**config.mk**
```make
export PLATFORM = sky130hd
export DESIGN_NAME = body_timer_alarm_control
export DESIGN_NICKNAME = d
export VERILOG_FILES = /design/src/body_pkg.sv /design/src/body_timer_alarm_control.sv /design/src/ms_timer.sv /design/src/switch_filter.sv
export SDC_FILE = /design/constraint.sdc
export NUM_CORES = 1
export LEC_CHECK = 0
export BUFFER_PORTS_ARGS = -buffer_cell sky130_fd_sc_hd__buf_2
export CAP_MARGIN = 25
export CORE_ASPECT_RATIO = 2
export CORE_UTILIZATION = 45
export CTS_BUF_LIST = sky130_fd_sc_hd__clkbuf_2 sky130_fd_sc_hd__clkbuf_4 sky130_fd_sc_hd__clkbuf_8
export CTS_CLUSTER_SIZE = 30
export DETAILED_ROUTE_END_ITERATION = 12
export SYNTH_ARGS = -nofsm -noshare
export SYNTH_HDL_FRONTEND = slang
export SYNTH_HIERARCHICAL = 1
export SYNTH_SLANG_ARGS = --single-unit
```
**constraint.sdc**
```tcl
create_clock -name clk -period 3.5 [get_ports clk]
set_input_delay 0.525 -clock clk [delete_from_list [all_inputs] [get_ports clk]]
set_output_delay 0.525 -clock clk [all_outputs]
set_load 0.1 [all_outputs]
```
**src/body_pkg.sv**
```systemverilog
package body_pkg;
    localparam int unsigned clk_hz = 200_000_000;
    localparam int unsigned ms_per_s = 1000;
    // times in milliseconds, cycles derived from the clock rate
    localparam int unsigned mist_limit_ms = 600;
    localparam int unsigned wipe_cycle_ms = 1200;
    localparam int unsigned after_wash_ms = 3000;
    localparam int unsigned arm_light_ms = 20000;
    localparam int unsigned alarm_ms = 180000;
    localparam int unsigned horn_half_ms = 500;
    localparam int unsigned debounce_ms = 10;
    localparam int unsigned cyc_per_ms = clk_hz / ms_per_s;
    localparam int unsigned tick_div = cyc_per_ms;
    localparam int unsigned tick_w = 18;
    localparam int unsigned ms_w = 18;
    localparam int unsigned n_sw = 11;

    typedef struct packed {
        logic ign_run;
        logic ignition_aux_position;
        logic key_present;
        logic wiper_off;
        logic wiper_periodic;
        logic washer;
        logic door_open;
        logic door_locked;
        logic key_cyl_unlock;
        logic key_cyl_turn;
        logic liftgate_key_unlock;
    } sw_t;

    typedef struct packed {
        logic hood_open;
        logic liftgate_open;
        logic keyless_lock;
        logic key_lock;
    } ev_t;

    typedef struct packed {
        logic horn;
        logic headlights;
        logic starter_block;
        logic arming_indicator;
        logic central_lock_cmd;
    } alarm_out_t;
endpackage

```
**src/body_timer_alarm_control.sv**
```systemverilog
`timescale 1ns/1ps
module body_timer_alarm_control
    import body_pkg::*;
#(
    parameter logic [ms_w-1:0] mist_limit_p = ms_w'(mist_limit_ms),
    parameter logic [ms_w-1:0] wipe_cycle_p = ms_w'(wipe_cycle_ms),
    parameter logic [ms_w-1:0] after_wash_p = ms_w'(after_wash_ms),
    parameter logic [ms_w-1:0] arm_light_p = ms_w'(arm_light_ms),
    parameter logic [ms_w-1:0] alarm_p = ms_w'(alarm_ms),
    parameter logic [ms_w-1:0] horn_half_p = ms_w'(horn_half_ms),
    parameter int unsigned tick_div_p = tick_div
)
(
    input wire logic clk,
    input wire logic arst_n,
    input wire sw_t sw_raw,
    input wire ev_t ev_raw,
    output logic wiper_drive_output,
    output alarm_out_t alarm_out
);
    typedef enum {w_idle, w_press, w_mist_wait, w_wipe, w_long, w_after} wash_t;
    typedef enum {a_disarmed, a_door_open, a_indicating, a_armed, a_alarm} sec_t;

    logic [tick_w-1:0] div_q;
    logic tick;
    sw_t sw;
    ev_t ev;
    logic [n_sw+3:0] raw_all;
    logic [n_sw+3:0] clean_all;
    ev_t ev_prev_q;
    logic [ms_w-1:0] press_q;
    wash_t wash_q;
    logic [ms_w-1:0] wtmr_q;
    sec_t sec_q;
    logic sec_start;
    logic sec_stop;
    logic [ms_w-1:0] sec_len;
    logic sec_running;
    logic sec_done;
    logic [ms_w-1:0] horn_q;
    logic horn_phase_q;
    logic wash_allowed;
    logic intrusion;
    logic door_ajar_unlock;

    // one-millisecond enable
    always_ff @(posedge clk or negedge arst_n)
    begin
        if (!arst_n)
            div_q <= '0;
        else if (div_q >= tick_w'(tick_div_p - 1))
            div_q <= '0;
        else
            div_q <= div_q + tick_w'(1);
    end
    assign tick = (div_q == '0);

    assign raw_all = {sw_raw, ev_raw};

    genvar gi;
    generate
        for (gi = 0; gi < n_sw + 4; gi++)
        begin : g_filt
            switch_filter u_filt (
                .clk(clk),
                .arst_n(arst_n),
                .tick(tick),
                .raw(raw_all[gi]),
                .clean(clean_all[gi])
            );
        end
    endgenerate
    assign sw = clean_all[n_sw+3:4];
    assign ev = clean_all[3:0];

    always_ff @(posedge clk or negedge arst_n)
    begin
        if (!arst_n)
            ev_prev_q <= '0;
        else
            ev_prev_q <= ev;
    end

    assign wash_allowed = ((sw.ign_run || sw.ignition_aux_position) && sw.wiper_off)
                          || sw.wiper_periodic;

    // washer press measurement and wipe sequencing
    always_ff @(posedge clk or negedge arst_n)
    begin
        if (!arst_n)
        begin
            wash_q <= w_idle;
            press_q <= '0;
            wtmr_q <= '0;
        end
        else
        begin
            unique case (wash_q)
                w_idle:
                begin
                    press_q <= '0;
                    if (sw.washer && wash_allowed)
                        wash_q <= w_press;
                end
                w_press:
                begin
                    if (!sw.washer)
                    begin
                        wash_q <= w_mist_wait;
                        wtmr_q <= press_q;
                    end
                    else if (tick)
                    begin
                        if (press_q + ms_w'(1) >= mist_limit_p)
                            wash_q <= w_long;
                        press_q <= press_q + ms_w'(1);
                    end
                end
                w_mist_wait:
                begin
                    if (wtmr_q == '0)
                    begin
                        wash_q <= w_wipe;
                        wtmr_q <= wipe_cycle_p;
                    end
                    else if (tick)
                        wtmr_q <= wtmr_q - ms_w'(1);
                end
                w_wipe:
                begin
                    if (wtmr_q == '0)
                        wash_q <= w_idle;
                    else if (tick)
                        wtmr_q <= wtmr_q - ms_w'(1);
                end
                w_long:
                begin
                    if (!sw.washer)
                    begin
                        wash_q <= w_after;
                        wtmr_q <= after_wash_p;
                    end
                end
                w_after:
                begin
                    if (wtmr_q == '0)
                        wash_q <= w_idle;
                    else if (tick)
                        wtmr_q <= wtmr_q - ms_w'(1);
                end
            endcase
        end
    end

    always_ff @(posedge clk or negedge arst_n)
    begin
        if (!arst_n)
            wiper_drive_output <= 1'b0;
        else
            wiper_drive_output <= (wash_q == w_wipe) || (wash_q == w_long)
                                  || (wash_q == w_after);
    end

    assign intrusion = sw.door_open || (ev.hood_open && !ev_prev_q.hood_open)
                       || (ev.liftgate_open && !ev_prev_q.liftgate_open);
    assign door_ajar_unlock = sw.door_open && !sw.door_locked;

    ms_timer u_sec_tmr (
        .clk(clk),
        .arst_n(arst_n),
        .tick(tick),
        .start(sec_start),
        .stop(sec_stop),
        .len_ms(sec_len),
        .running(sec_running),
        .done(sec_done)
    );

    // security sequencer; timer restarts only on state entry
    always_ff @(posedge clk or negedge arst_n)
    begin
        if (!arst_n)
        begin
            sec_q <= a_disarmed;
            sec_start <= 1'b0;
            sec_stop <= 1'b0;
            sec_len <= '0;
        end
        else
        begin
            sec_start <= 1'b0;
            sec_stop <= 1'b0;
            unique case (sec_q)
                a_disarmed:
                begin
                    if (!sw.key_present && sw.door_open)
                        sec_q <= a_door_open;
                end
                a_door_open:
                begin
                    if (sw.key_present)
                        sec_q <= a_disarmed;
                    else if (ev.key_lock || ev.keyless_lock)
                    begin
                        if (ev.keyless_lock && sw.door_open)
                            sec_q <= a_disarmed;
                        else if (sw.door_locked)
                        begin
                            sec_q <= a_indicating;
                            sec_start <= 1'b1;
                            sec_len <= arm_light_p;
                        end
                    end
                    else if (door_ajar_unlock && ev_prev_q.key_lock)
                        sec_q <= a_disarmed;
                end
                a_indicating:
                begin
                    // hood and liftgate deliberately not looked at here
                    if (!sw.door_locked || sw.key_cyl_unlock)
                    begin
                        sec_q <= a_disarmed;
                        sec_stop <= 1'b1;
                    end
                    else if (sec_done)
                        sec_q <= a_armed;
                end
                a_armed:
                begin
                    if (sw.key_cyl_unlock || sw.liftgate_key_unlock)
                        sec_q <= a_disarmed;
                    else if (sw.key_present && (sw.ign_run || sw.ignition_aux_position))
                        sec_q <= a_disarmed;
                    else if (intrusion)
                    begin
                        sec_q <= a_alarm;
                        sec_start <= 1'b1;
                        sec_len <= alarm_p;
                    end
                end
                a_alarm:
                begin
                    if (sw.key_cyl_turn || sw.key_cyl_unlock || sw.liftgate_key_unlock)
                    begin
                        sec_q <= a_disarmed;
                        sec_stop <= 1'b1;
                    end
                    else if (sec_done)
                        sec_q <= a_armed;
                end
            endcase
        end
    end

    // horn cadence, free while alarm is sounding
    always_ff @(posedge clk or negedge arst_n)
    begin
        if (!arst_n)
        begin
            horn_q <= '0;
            horn_phase_q <= 1'b0;
        end
        else if (sec_q != a_alarm)
        begin
            horn_q <= '0;
            horn_phase_q <= 1'b0;
        end
        else if (tick)
        begin
            if (horn_q + ms_w'(1) >= horn_half_p)
            begin
                horn_q <= '0;
                horn_phase_q <= !horn_phase_q;
            end
            else
                horn_q <= horn_q + ms_w'(1);
        end
    end

    always_ff @(posedge clk or negedge arst_n)
    begin
        if (!arst_n)
            alarm_out <= '0;
        else
        begin
            alarm_out.horn <= (sec_q == a_alarm) && !horn_phase_q;
            alarm_out.headlights <= (sec_q == a_alarm) && !horn_phase_q;
            alarm_out.starter_block <= (sec_q == a_alarm);
            alarm_out.arming_indicator <= (sec_q == a_indicating) && sec_running;
            // same qualifier as the indicator so lock never leads or trails it
            alarm_out.central_lock_cmd <= (sec_q == a_indicating) && sec_running;
        end
    end
endmodule

```
**src/ms_timer.sv**
```systemverilog
`timescale 1ns/1ps
module ms_timer
    import body_pkg::*;
(
    input wire logic clk,
    input wire logic arst_n,
    input wire logic tick,
    input wire logic start,
    input wire logic stop,
    input wire logic [ms_w-1:0] len_ms,
    output logic running,
    output logic done
);
    logic [ms_w-1:0] cnt_q;

    always_ff @(posedge clk or negedge arst_n)
    begin
        if (!arst_n)
        begin
            cnt_q <= '0;
            running <= 1'b0;
            done <= 1'b0;
        end
        else
        begin
            done <= 1'b0;
            if (stop)
            begin
                running <= 1'b0;
                cnt_q <= '0;
            end
            else if (start)
            begin
                running <= 1'b1;
                cnt_q <= len_ms;
            end
            else if (running && tick)
            begin
                if (cnt_q <= ms_w'(1))
                begin
                    running <= 1'b0;
                    done <= 1'b1;
                    cnt_q <= '0;
                end
                else
                begin
                    cnt_q <= cnt_q - ms_w'(1);
                end
            end
        end
    end
endmodule

```
**src/switch_filter.sv**
```systemverilog
`timescale 1ns/1ps
module switch_filter
    import body_pkg::*;
(
    input wire logic clk,
    input wire logic arst_n,
    input wire logic tick,
    input wire logic raw,
    output logic clean
);
    logic s1_q;
    logic s2_q;
    logic [ms_w-1:0] stable_q;

    always_ff @(posedge clk or negedge arst_n)
    begin
        if (!arst_n)
        begin
            s1_q <= 1'b0;
            s2_q <= 1'b0;
        end
        else
        begin
            s1_q <= raw;
            s2_q <= s1_q;
        end
    end

    // state must hold steady for the debounce time before it is taken
    always_ff @(posedge clk or negedge arst_n)
    begin
        if (!arst_n)
        begin
            stable_q <= '0;
            clean <= 1'b0;
        end
        else if (s2_q == clean)
        begin
            stable_q <= '0;
        end
        else if (tick)
        begin
            if (stable_q >= ms_w'(debounce_ms))
            begin
                clean <= s2_q;
                stable_q <= '0;
            end
            else
            begin
                stable_q <= stable_q + ms_w'(1);
            end
        end
    end
endmodule

```
==> impl_metrics.env, run 1 <==
export IMPL_clk_latency_ns=0.63
export IMPL_cp_max_fo=8
export IMPL_period_needed_ns=2.92
export IMPL_clkPwrFrac_pct=45.6
export IMPL_synth_ff_type="dfrtp_1"
export IMPL_via_per_inst=5.49
export IMPL_pin_count=23
export IMPL_pre_cts_ws_ns=0.693
export IMPL_synthCells=1805
export IMPL_synth_edf_count=0
export IMPL_first_global_vias=14800
export IMPL_cts_tree="yes"
export IMPL_grt_antenna_before_repair=1
export IMPL_grt_util_met3_pct=3.00
export IMPL_intPower_w=0.00793
export IMPL_synth_common_cells="dfrtp_1 (455), and2_1 (189), nand2_1 (109)"
export IMPL_start_util_pct=45.5
export IMPL_hold_violations=0
export IMPL_slowest_delay_ns=0.57
export IMPL_port_buffers=22
export IMPL_peakVddDrop_uv=313
export IMPL_grt_overflow_total=0
export IMPL_tightest_slew_ns=0.868
export IMPL_status="finished clean"
export IMPL_die_area_sq_um=46500
export IMPL_async_flop_share_pct=100
export IMPL_place_gp_congestion=0.883
export IMPL_min_path_cells=0
export IMPL_cts_root_buffer="clkbuf_8"
export IMPL_maxCapViolations=0
export IMPL_synth_area_sq_um=20500
export IMPL_ant_nets=0
export IMPL_post_route_drc_count=0
export IMPL_fin_ws_ns=0.582
export IMPL_drtPass1Iterations=5
export IMPL_finalClockSkew_ns=0.0243
export IMPL_setup_tns_ns=0
export IMPL_dp_hpwl_um=28100
export IMPL_yosysTopAreaCell="dfrtp_1"
export IMPL_grt_busiest_layer="met2"
export IMPL_arrival_ns=3.46
export IMPL_synth_area_per_cell_sq_um=11.4
export IMPL_nets=1969
export IMPL_slew_headroom_pct=41.6
export IMPL_cts_setup_buffers=0
export IMPL_wirelength_um=41000
export IMPL_grt_pass1_wl_um=71200
export IMPL_clkSinkCount=455
export IMPL_hold_path_endpoint="g_filt[0].u_filt/s2_q$_DFF_PN0_"
export IMPL_timing_fmax_mhz=343
export IMPL_ys_ff_latch=455
export IMPL_layout_drive_gt1_share_pct=17.1
export IMPL_rsz0062_at_grt="false"
export IMPL_p_comb_share_pct=2.0
export IMPL_switching_power_w=0.00222
export IMPL_seqPwrFrac_pct=52.3
export IMPL_cts_buffers=68
export IMPL_clk_pin_slew_ns=0.07
export IMPL_crit_path_end_kind="flip-flop"
export IMPL_r2r_slack_ns=0.58
export IMPL_min_from="g_filt[0].u_filt/s1_q$_DFF_PN0_"
export IMPL_fill_cells=3991
export IMPL_synthTopCellsByArea="dfrtp_1 (56%), and2_1 (5.8%), ha_1 (2.4%), nor4_2 (2.1%), nand2_1 (2.0%)"
export IMPL_finalCritPeriodShare_pct=83.4
export IMPL_rows=110
export IMPL_core_area_sq_um=45000
export IMPL_yosysWarnings=6
export IMPL_synth_cell_types=87
export IMPL_r2r_cells=8
export IMPL_die_w_um=153
export IMPL_drv_slew=0
export IMPL_grt_max_degree=87
export IMPL_syn2layout_area_growth_pct=12.3
export IMPL_start_kind="flip-flop"
export IMPL_rr_startpoint="press_q[0]$_DFFE_PN0P_"
export IMPL_hold_path_class="reg2reg"
export IMPL_h_tree_depth=3
export IMPL_synth_most_common_cell="dfrtp_1"
export IMPL_num_vias=13800
export IMPL_cpMaxStageDelayCell="nor4_1"
export IMPL_grtUsageMet1_pct=20.6
export IMPL_crit_type="reg2reg"
export IMPL_required_ns=4.04
export IMPL_met2_usage_pct=34.1
export IMPL_cp_common_cell="o21ai_0"
export IMPL_finalSetupViolations=0
export IMPL_wire_per_inst_um=16.3
export IMPL_cp_cell_sequence="ha_1, nand3_1, nor4_1, nand4b_1, o311a_1, o31ai_1, o21ai_0, o21ai_0"
export IMPL_p_per_area_nw_per_um2=441
export IMPL_ys_seq_area_share_pct=55.6
export IMPL_r2r_end="wash_q[2]$_DFFE_PN0P_"
export IMPL_p_leak_nw=10.8
export IMPL_ctsLongestPathBuffers=3
export IMPL_drt_initial_drc_count=547
export IMPL_sw_frac_of_total_pct=21.9
export IMPL_synth_top_area_share_pct=55.6
export IMPL_grtUsageTotal_pct=18.7
export IMPL_die_height_um=304
state kept, by name (all words and copies together), names as in the netlist, 18 cells and up:
name and flops:
press_q 18, u_sec_tmr/cnt_q 18, g_filt.u_filt/stable_q 270, sec_q 32, wtmr_q 18, div_q 18, horn_q 18
metrics by stage:
step	total power [W]	std cells	area [sq um]	util, %	hold WS [ns]
floorplan	0.00546	1841	20600	-	0.229
global placement	0.00561	2387	21400	47.6	0.332
detailed placement	0.00561	2387	21400	47.6	0.335
CTS	0.0104	2516	23000	51.1	0.345
global route	0.0106	2517	23000	51.1	0.349
finish	0.0101	2517	23000	51.1	0.344
cells by family (layout without fill, tap and decap cells):
family | after synthesis | in the layout | share of synthesized area (%)
and+or+nand+nor | 775 | 775 | 23.9
DFF | 455 | 455 | 55.6
AOI/OAI and AO/OA | 340 | 340 | 11.9
buffers and inverters | 117 | 232 | 2.45
xor gates and xnor gates | 41 | 41 | 1.75
adders and majority gates | 39 | 39 | 2.38
muxes | 37 | 37 | 2.00
other | 1 | 38 | 0.0183
power by group through the flow:
| stage | clock network, W | logic (W) | registers (W) |
|---|---|---|---|
| global route | 0.00505 | 0.000247 | 0.00531 |
| global placement | 0 | 0.000200 | 0.00541 |
| floorplan | 0 | 0.0000596 | 0.00540 |
| detailed placement | 0 | 0.000205 | 0.00541 |
| finish | 0.00463 | 0.000208 | 0.00531 |
| CTS | 0.00484 | 0.000220 | 0.00531 |
layer usage:
layer | vias to the layer above | share of wire, %
met5 | - | 0
met4 | 0 | 4.1
met3 | 121 | 2.9
met2 | 228 | 53
met1 | 6833 | 40
li1 | 6640 | -
worst max-delay path, delay by kind of cell, from the launching register on:
family	cells	cell delay, ns
AO/OA/AOI/OAI	4	1.00
AND/OR/NAND/NOR	3	1.02
flip-flops	1	0.49
adder cells (fa/ha/maj)	1	0.33
cell type report:
class / count / area [sq um] / area share, %
Clock buffer: 95 / 1240 / 5.38
Sequential cell: 455 / 11400 / 49.5
Multi-Input combinational cell: 1269 / 8750 / 38.0
Clock inverter: 18 / 204 / 0.886
Timing Repair Buffer: 61 / 515 / 2.24
Tap cell: 560 / 701 / 3.04
Antenna cell: 1 / 2.50 / 0.0109
Inverter: 58 / 218 / 0.946
worst max-delay path by stage:
stage,from,end,cells after the start
global route,div_q[12]$_DFF_PN0_,u_sec_tmr/cnt_q[3]$_DFFE_PN0P_,8
detailed placement,div_q[12]$_DFF_PN0_,u_sec_tmr/cnt_q[3]$_DFFE_PN0P_,8
CTS,div_q[12]$_DFF_PN0_,u_sec_tmr/cnt_q[3]$_DFFE_PN0P_,8
floorplan,div_q[10]$_DFF_PN0_,u_sec_tmr/cnt_q[8]$_DFFE_PN0P_,9
finish,press_q[0]$_DFFE_PN0P_,wash_q[2]$_DFFE_PN0P_,8
global placement,div_q[12]$_DFF_PN0_,u_sec_tmr/cnt_q[3]$_DFFE_PN0P_,8
what timing repair did:
| item | CTS | global route |
|---|---|---|
| endpoints found under the setup margin | 0 | 0 |
| endpoints found under the hold margin | 92 | 0 |
| hold buffers | 16 | 0 |
| resized for setup | 0 | 0 |
layout by cell type (no fill, tap or decap), types with 31 or more instances in the layout:
cell	instances
nor2_1	87
mux2_2	31
nand2_1	109
and3_1	36
a21oi_1	37
dfrtp_1	455
and2_1	189
nand3_1	44
nor4_2	35
clkbuf_8	84
nor3_1	44
nor4_1	38
conb_1	37
ha_1	39
inv_1	57
o41ai_1	32
o21ai_0	74
No activity file was read; power rests on OpenSTA's default activity.
==> run 2, diff against run 1 <==
--- a/config.mk
+++ b/config.mk
@@ -5,6 +5,7 @@
 export SDC_FILE = /design/constraint.sdc
 export NUM_CORES = 1
 export LEC_CHECK = 0
+export ABC_AREA = 1
 export BUFFER_PORTS_ARGS = -buffer_cell sky130_fd_sc_hd__buf_2
 export CAP_MARGIN = 25
 export CORE_ASPECT_RATIO = 2
==> constraint.sdc (replaced) <==
create_clock -name clk -period 2.9 [get_ports clk]
set_input_delay 0.435 -clock clk [delete_from_list [all_inputs] [get_ports clk]]
set_output_delay 0.435 -clock clk [all_outputs]
set_load 0.1 [all_outputs]
==> impl_metrics.env, run 2 <==
export IMPL_cts_tree="yes"
export IMPL_layout_commonest_cell="nand2_1"
export IMPL_finalClockSkew_ns=0.0320
export IMPL_pre_cts_ws_ns=0.607
export IMPL_peakVddDrop_uv=388
export IMPL_clk_pin_slew_ns=0.06
export IMPL_yosysTopAreaCell="dfrtp_1"
export IMPL_drv_slew=0
export IMPL_cts_setup_buffers=0
export IMPL_cp_cell_sequence="inv_1, ha_2, nand2_1, nor2_1, nand3b_1, nor2_4, buf_12, buf_4, nor2_4, inv_4, nor2_1"
export IMPL_syn2layout_area_growth_pct=10.7
export IMPL_synth_edf_count=0
export IMPL_crit_path_end_kind="flip-flop"
export IMPL_p_leak_nw=12.5
export IMPL_min_path_cells=0
export IMPL_synth_most_common_cell="nand2_1"
export IMPL_start_util_pct=45.6
export IMPL_ant_nets=0
export IMPL_start_kind="flip-flop"
export IMPL_wire_per_inst_um=12.7
export IMPL_synth_area_sq_um=22900
export IMPL_p_per_area_nw_per_um2=483
export IMPL_timing_fmax_mhz=443
export IMPL_drtPass1Iterations=4
export IMPL_nets=2839
export IMPL_crit_type="reg2reg"
export IMPL_grtUsageTotal_pct=18.3
export IMPL_cts_resized=0
export IMPL_critPathBufInv=4
export IMPL_final_cell_mix="nand2_1 (614), dfrtp_1 (455), inv_1 (415)"
export IMPL_fill_cells=4735
export IMPL_post_route_drc_count=0
export IMPL_ys_seq_area_share_pct=49.8
export IMPL_slowest_delay_ns=0.41
export IMPL_cp_top_family="buffers and inverters"
export IMPL_final_cells=3479
export IMPL_r2r_slack_ns=0.64
export IMPL_synth_cell_types=46
export IMPL_grt_antenna_before_repair=1
export IMPL_cpMaxStageDelayCell="dfrtp_1"
export IMPL_cts_hold_buf=16
export IMPL_cts_root_buffer="clkbuf_8"
export IMPL_grt_pass1_wl_um=77100
export IMPL_first_global_vias=16800
export IMPL_layout_drive_gt1_share_pct=14.8
export IMPL_finalCritPeriodShare_pct=77.9
export IMPL_wirelength_um=44200
export IMPL_r2r_cells=11
export IMPL_tightest_slew_ns=0.687
export IMPL_fin_ws_ns=0.642
export IMPL_rsz0062_at_grt="false"
export IMPL_status="finished clean"
export IMPL_r2r_end="g_filt[3].u_filt/stable_q[10]$_DFFE_PN0P_"
export IMPL_finalSetupViolations=0
export IMPL_top_register="g_filt.u_filt/stable_q"
export IMPL_maxCapViolations=0
export IMPL_via_per_inst=4.69
export IMPL_required_ns=3.40
export IMPL_period_needed_ns=2.26
export IMPL_hold_path_endpoint="g_filt[1].u_filt/s2_q$_DFF_PN0_"
export IMPL_synth_ff_type="dfrtp_1"
export IMPL_grt_max_degree=93
export IMPL_clk_latency_ns=0.64
export IMPL_port_buffers=22
export IMPL_min_from="g_filt[1].u_filt/s1_q$_DFF_PN0_"
export IMPL_core_area_sq_um=50100
export IMPL_hold_ws_ns=0.342
export IMPL_num_vias=16300
export IMPL_hold_violations=0
export IMPL_synthTopCellsByArea="dfrtp_1 (50%), nand2_1 (10%), nor2_4 (8.4%), inv_1 (6.8%), nor2_1 (6.6%)"
export IMPL_clkSinkCount=455
export IMPL_ctsLongestPathBuffers=3
export IMPL_pin_count=23
export IMPL_grt_overflow_total=0
export IMPL_ys_ff_latch=455
export IMPL_synthCells=2655
export IMPL_dp_cells=3344
export IMPL_synth_top_area_share_pct=49.8
export IMPL_largest_reg_flops=270
export IMPL_h_tree_depth=3
export IMPL_synth_common_cells="nand2_1 (614), dfrtp_1 (455), inv_1 (415)"
export IMPL_rows=116
export IMPL_die_w_um=161
export IMPL_setup_tns_ns=0
export IMPL_rr_startpoint="div_q[0]$_DFF_PN0_"
export IMPL_die_area_sq_um=51800
export IMPL_async_flop_share_pct=100
export IMPL_slew_headroom_pct=54.2
export IMPL_arrival_ns=2.76
export IMPL_dp_hpwl_um=31800
export IMPL_drt_initial_drc_count=763
export IMPL_yosysWarnings=6
export IMPL_top_regs="g_filt.u_filt/stable_q: 270 flops, sec_q: 32 flops"
export IMPL_die_height_um=321
export IMPL_cts_buffers=70
export IMPL_hold_path_class="reg2reg"
export IMPL_cp_max_fo=38
export IMPL_place_gp_congestion=0.886
export IMPL_synth_area_per_cell_sq_um=8.61
[run 2: cell types whose count changed after synthesis, sizes merged, moves of 32 or more]
cell    previous run  this run
nand2            123       627
clkbuf            43         3
nand3             45       189
nor2              88       609
o21ai            108        69
and2             205         2
nor4              89         4
o41ai             32         0
and3              36         0
inv               58       439
[run 2: layer usage]
metal  global-route usage [%]  vias up  part of all wire [%]
met5                        0        -                     0
met4                     9.52        0                   4.0
met3                     2.87      122                   3.1
met2                     34.8      276                    55
met1                     18.9     7673                    38
li1                         -     8237                     -
[run 2: stage by stage]
stage	instance area, sq um	total power [W]	utilization, %
2_1_floorplan	23000	0.00672	-
3_3_place_gp	23700	0.00685	47.3
3_5_place_dp	23700	0.00686	47.3
4_1_cts	25300	0.0125	50.5
5_1_grt	25300	0.0128	50.5
6_report	25300	0.0122	50.5
[run 2: logic make-up after synthesis]
family	Yosys count	share of synthesized area, %
multiplexers	1	0.0493
AND/OR/NAND/NOR	1486	32.7
other	1	0.0164
XOR/XNOR	82	3.14
adder cells (fa/ha/maj)	39	2.13
AO/OA/AOI/OAI	118	2.94
buffers and inverters	473	9.22
flip-flops	455	49.8
[run 2: worst max-delay path by stage]
| stage | startpoint | endpoint | slack [ns] | cells after the start |
|---|---|---|---|---|
| 6_report | div_q[0]$_DFF_PN0_ | g_filt[3].u_filt/stable_q[10]$_DFFE_PN0P_ | 0.64 | 11 |
| 5_1_grt | div_q[0]$_DFF_PN0_ | u_sec_tmr/cnt_q[8]$_DFFE_PN0P_ | 0.44 | 12 |
| 4_1_cts | div_q[0]$_DFF_PN0_ | horn_q[7]$_DFFE_PN0P_ | 0.60 | 12 |
| 3_5_place_dp | div_q[0]$_DFF_PN0_ | horn_q[7]$_DFFE_PN0P_ | 0.61 | 12 |
| 3_3_place_gp | div_q[0]$_DFF_PN0_ | horn_q[7]$_DFFE_PN0P_ | 0.64 | 12 |
| 2_1_floorplan | div_q[0]$_DFF_PN0_ | u_sec_tmr/cnt_q[10]$_DFFE_PN0P_ | -0.08 | 13 |
[run 2: cell type report]
cell class	instances	area [sq um]	share of cell area, %
Clock buffer	103	1320	5.21
Sequential cell	455	11400	45.0
Clock inverter	15	113	0.445
Multi-Input combinational cell	1763	9510	37.6
Tap cell	649	812	3.21
Inverter	439	1690	6.66
Timing Repair Buffer	54	475	1.88
Antenna cell	1	2.50	0.00989
[run 2: report_power, final]
group	total, W	internal (W)	switching (W)
Combinational	0.000338	0.0000664	0.000272
Clock	0.00547	0.00300	0.00247
Sequential	0.00641	0.00639	0.0000195
==> run 3, diff against run 2 <==
--- a/config.mk
+++ b/config.mk
@@ -5,7 +5,7 @@
 export SDC_FILE = /design/constraint.sdc
 export NUM_CORES = 1
 export LEC_CHECK = 0
-export ABC_AREA = 1
+export ABC_AREA = 0
 export BUFFER_PORTS_ARGS = -buffer_cell sky130_fd_sc_hd__buf_2
 export CAP_MARGIN = 25
 export CORE_ASPECT_RATIO = 2
==> constraint.sdc (replaced) <==
create_clock -name clk -period 2.2 [get_ports clk]
set_input_delay 0.33 -clock clk [delete_from_list [all_inputs] [get_ports clk]]
set_output_delay 0.33 -clock clk [all_outputs]
set_load 0.1 [all_outputs]
==> impl_metrics.env, run 3 (synthesis gave the netlist of run 1 again) <==
export IMPL_hold_violations=0
export IMPL_arrival_ns=2.79
export IMPL_fin_area_sq_um=26000
export IMPL_layout_commonest_cell="dfrtp_1"
export IMPL_grt_overflow_total=0
export IMPL_clkSinkCount=455
export IMPL_p_leak_nw=12.3
export IMPL_crit_path_end_kind="flip-flop"
export IMPL_die_height_um=304
export IMPL_required_ns=2.78
export IMPL_violations="negative setup slack"
export IMPL_tightest_slew_ns=0.659
export IMPL_timing_fmax_mhz=452
export IMPL_start_util_pct=45.5
export IMPL_ant_nets=0
export IMPL_maxCapViolations=0
export IMPL_die_area_sq_um=46500
export IMPL_p_per_area_nw_per_um2=651
export IMPL_post_route_drc_count=0
export IMPL_drtPass1Iterations=5
export IMPL_drt_initial_drc_count=656
export IMPL_dp_hpwl_um=30800
export IMPL_place_gp_congestion=0.910
export IMPL_via_per_inst=5.49
export IMPL_cts_buffers=69
export IMPL_nets=2156
export IMPL_finalCritPeriodShare_pct=101
export IMPL_largest_reg_flops=270
export IMPL_finalSetupViolations=2
export IMPL_cpMaxStageDelayCell="or3_4"
export IMPL_finalClockSkew_ns=0.0259
export IMPL_grtUsageTotal_pct=19.9
export IMPL_grt_max_degree=58
export IMPL_slowest_delay_ns=0.41
export IMPL_layout_drive_gt1_share_pct=32.5
export IMPL_syn2layout_area_growth_pct=26.8
export IMPL_h_tree_depth=3
export IMPL_start_kind="flip-flop"
export IMPL_first_global_vias=15500
export IMPL_cp_cell_sequence="nor4_4, and3_4, nand2_4, clkinvlp_4, buf_4, clkbuf_16, nand2_2, or3_4, o21ai_2"
export IMPL_wire_per_inst_um=17.4
export IMPL_period_needed_ns=2.21
export IMPL_total_power_w=0.0169
export IMPL_setup_tns_ns=-0.0227
export IMPL_die_w_um=153
export IMPL_peakVddDrop_uv=609
export IMPL_cp_max_fo=13
export IMPL_final_cell_mix="dfrtp_1 (452), and2_1 (181), buf_4 (180)"
export IMPL_r2r_cells=9
export IMPL_clk_pin_slew_ns=0.06
export IMPL_rows=110
export IMPL_final_cells=2716
export IMPL_top_regs="g_filt.u_filt/stable_q: 270 flops, sec_q: 32 flops"
export IMPL_grt_antenna_before_repair=1
export IMPL_slew_headroom_pct=55.9
export IMPL_crit_type="reg2reg"
export IMPL_status="finished with violations"
export IMPL_dp_cells=2551
export IMPL_top_register="g_filt.u_filt/stable_q"
export IMPL_drv_slew=0
export IMPL_clk_latency_ns=0.65
export IMPL_wirelength_um=47300
export IMPL_fin_ws_ns=-0.0134
export IMPL_hold_path_class="in2async"
export IMPL_hold_ws_ns=0.215
export IMPL_pin_count=23
export IMPL_cts_root_buffer="clkbuf_8"
export IMPL_ctsLongestPathBuffers=3
export IMPL_cts_tree="yes"
export IMPL_port_buffers=22
export IMPL_num_vias=14900
export IMPL_rsz0062_at_grt="true"
export IMPL_core_area_sq_um=45000
export IMPL_placement_cell_area_sq_um=22800
export IMPL_grt_pass1_wl_um=75600
==> run 3: changes by cell type in the layout (fill, tap and decap cells not counted), sizes merged, moves of 30 or more <==
cell | previous run | this run
nand3 | 189 | 45
nor4 | 4 | 89
o41ai | 0 | 32
nor3 | 16 | 46
mux2 | 1 | 32
and2 | 2 | 205
or3 | 0 | 30
inv | 440 | 61
nor2 | 609 | 89
o21ai | 69 | 108
and3 | 0 | 36
buf | 38 | 224
nand2 | 627 | 123
==> run 3: report_power, final <==
group,total [W],switching (W),internal (W),leakage [nW]
sequential,0.00845,0.0000266,0.00842,6.16
clock,0.00805,0.00346,0.00459,0.849
combinational,0.000413,0.000285,0.000128,5.30
==> run 3: worst paths after layout <==
path	from	to	slack, ns
setup / recovery	div_q[15]$_DFF_PN0_	g_filt[10].u_filt/stable_q[0]$_DFFE_PN0P_	-0.01
hold / removal	arst_n	g_filt[11].u_filt/stable_q[12]$_DFFE_PN0P_	0.22
setup reg to reg	div_q[15]$_DFF_PN0_	g_filt[10].u_filt/stable_q[0]$_DFFE_PN0P_	-0.01
hold reg to reg	g_filt[3].u_filt/s1_q$_DFF_PN0_	g_filt[3].u_filt/s2_q$_DFF_PN0_	0.35
max in group asynchronous	arst_n	g_filt[8].u_filt/s1_q$_DFF_PN0_	1.15
min in group clk	sw_raw[5]	g_filt[9].u_filt/s1_q$_DFF_PN0_	0.32
==> run 3: metrics by stage <==
step / utilization (%) / setup slack (ns)
final: 57.7 / -0.0134
after global placement: 50.7 / -0.115
after floorplan: - / -0.225
after CTS: 55.1 / -0.0130
after detailed placement: 50.7 / -0.149
after global routing: 57.7 / -0.123
==> run 3: timing repair <==
item                                    CTS  global route
buffers inserted                          6             8
resized for setup                        28           216
endpoints found under the hold margin    75             0
cloned                                    2             7
pin swaps                                12            31
hold buffers                             16             0
endpoints found under the setup margin  140           186
==> run 3: final cells by class <==
| class | count | area, sq um |
|---|---|---|
| diodes | 1 | 2.50 |
| clock buffers | 102 | 1300 |
| clock inverters | 24 | 333 |
| fillers | 3719 | 19000 |
| inverters | 58 | 221 |
| multi-input cells | 1270 | 9870 |
| flip-flops and latches | 455 | 11400 |
| well taps | 560 | 701 |
| repair buffers | 246 | 2160 |
==> run 3: layer usage <==
layer / global-route usage, % / vias up / part of all wire [%]
met1: 21.5 / 7498 / 38
met3: 3.33 / 114 / 3.2
met4: 9.35 / 0 / 3.7
met2: 37.4 / 254 / 55
li1: - / 7033 / -
met5: 0 / - / 0
==> run 3: worst max-delay path, delay by kind of cell, from the launching register on <==
| kind | cells | cell delay (ns) |
|---|---|---|
| AOI/OAI and AO/OA | 1 | 0.11 |
| DFF | 1 | 0.40 |
| buffers and inverters | 3 | 0.49 |
| and+or+nand+nor | 5 | 1.13 |
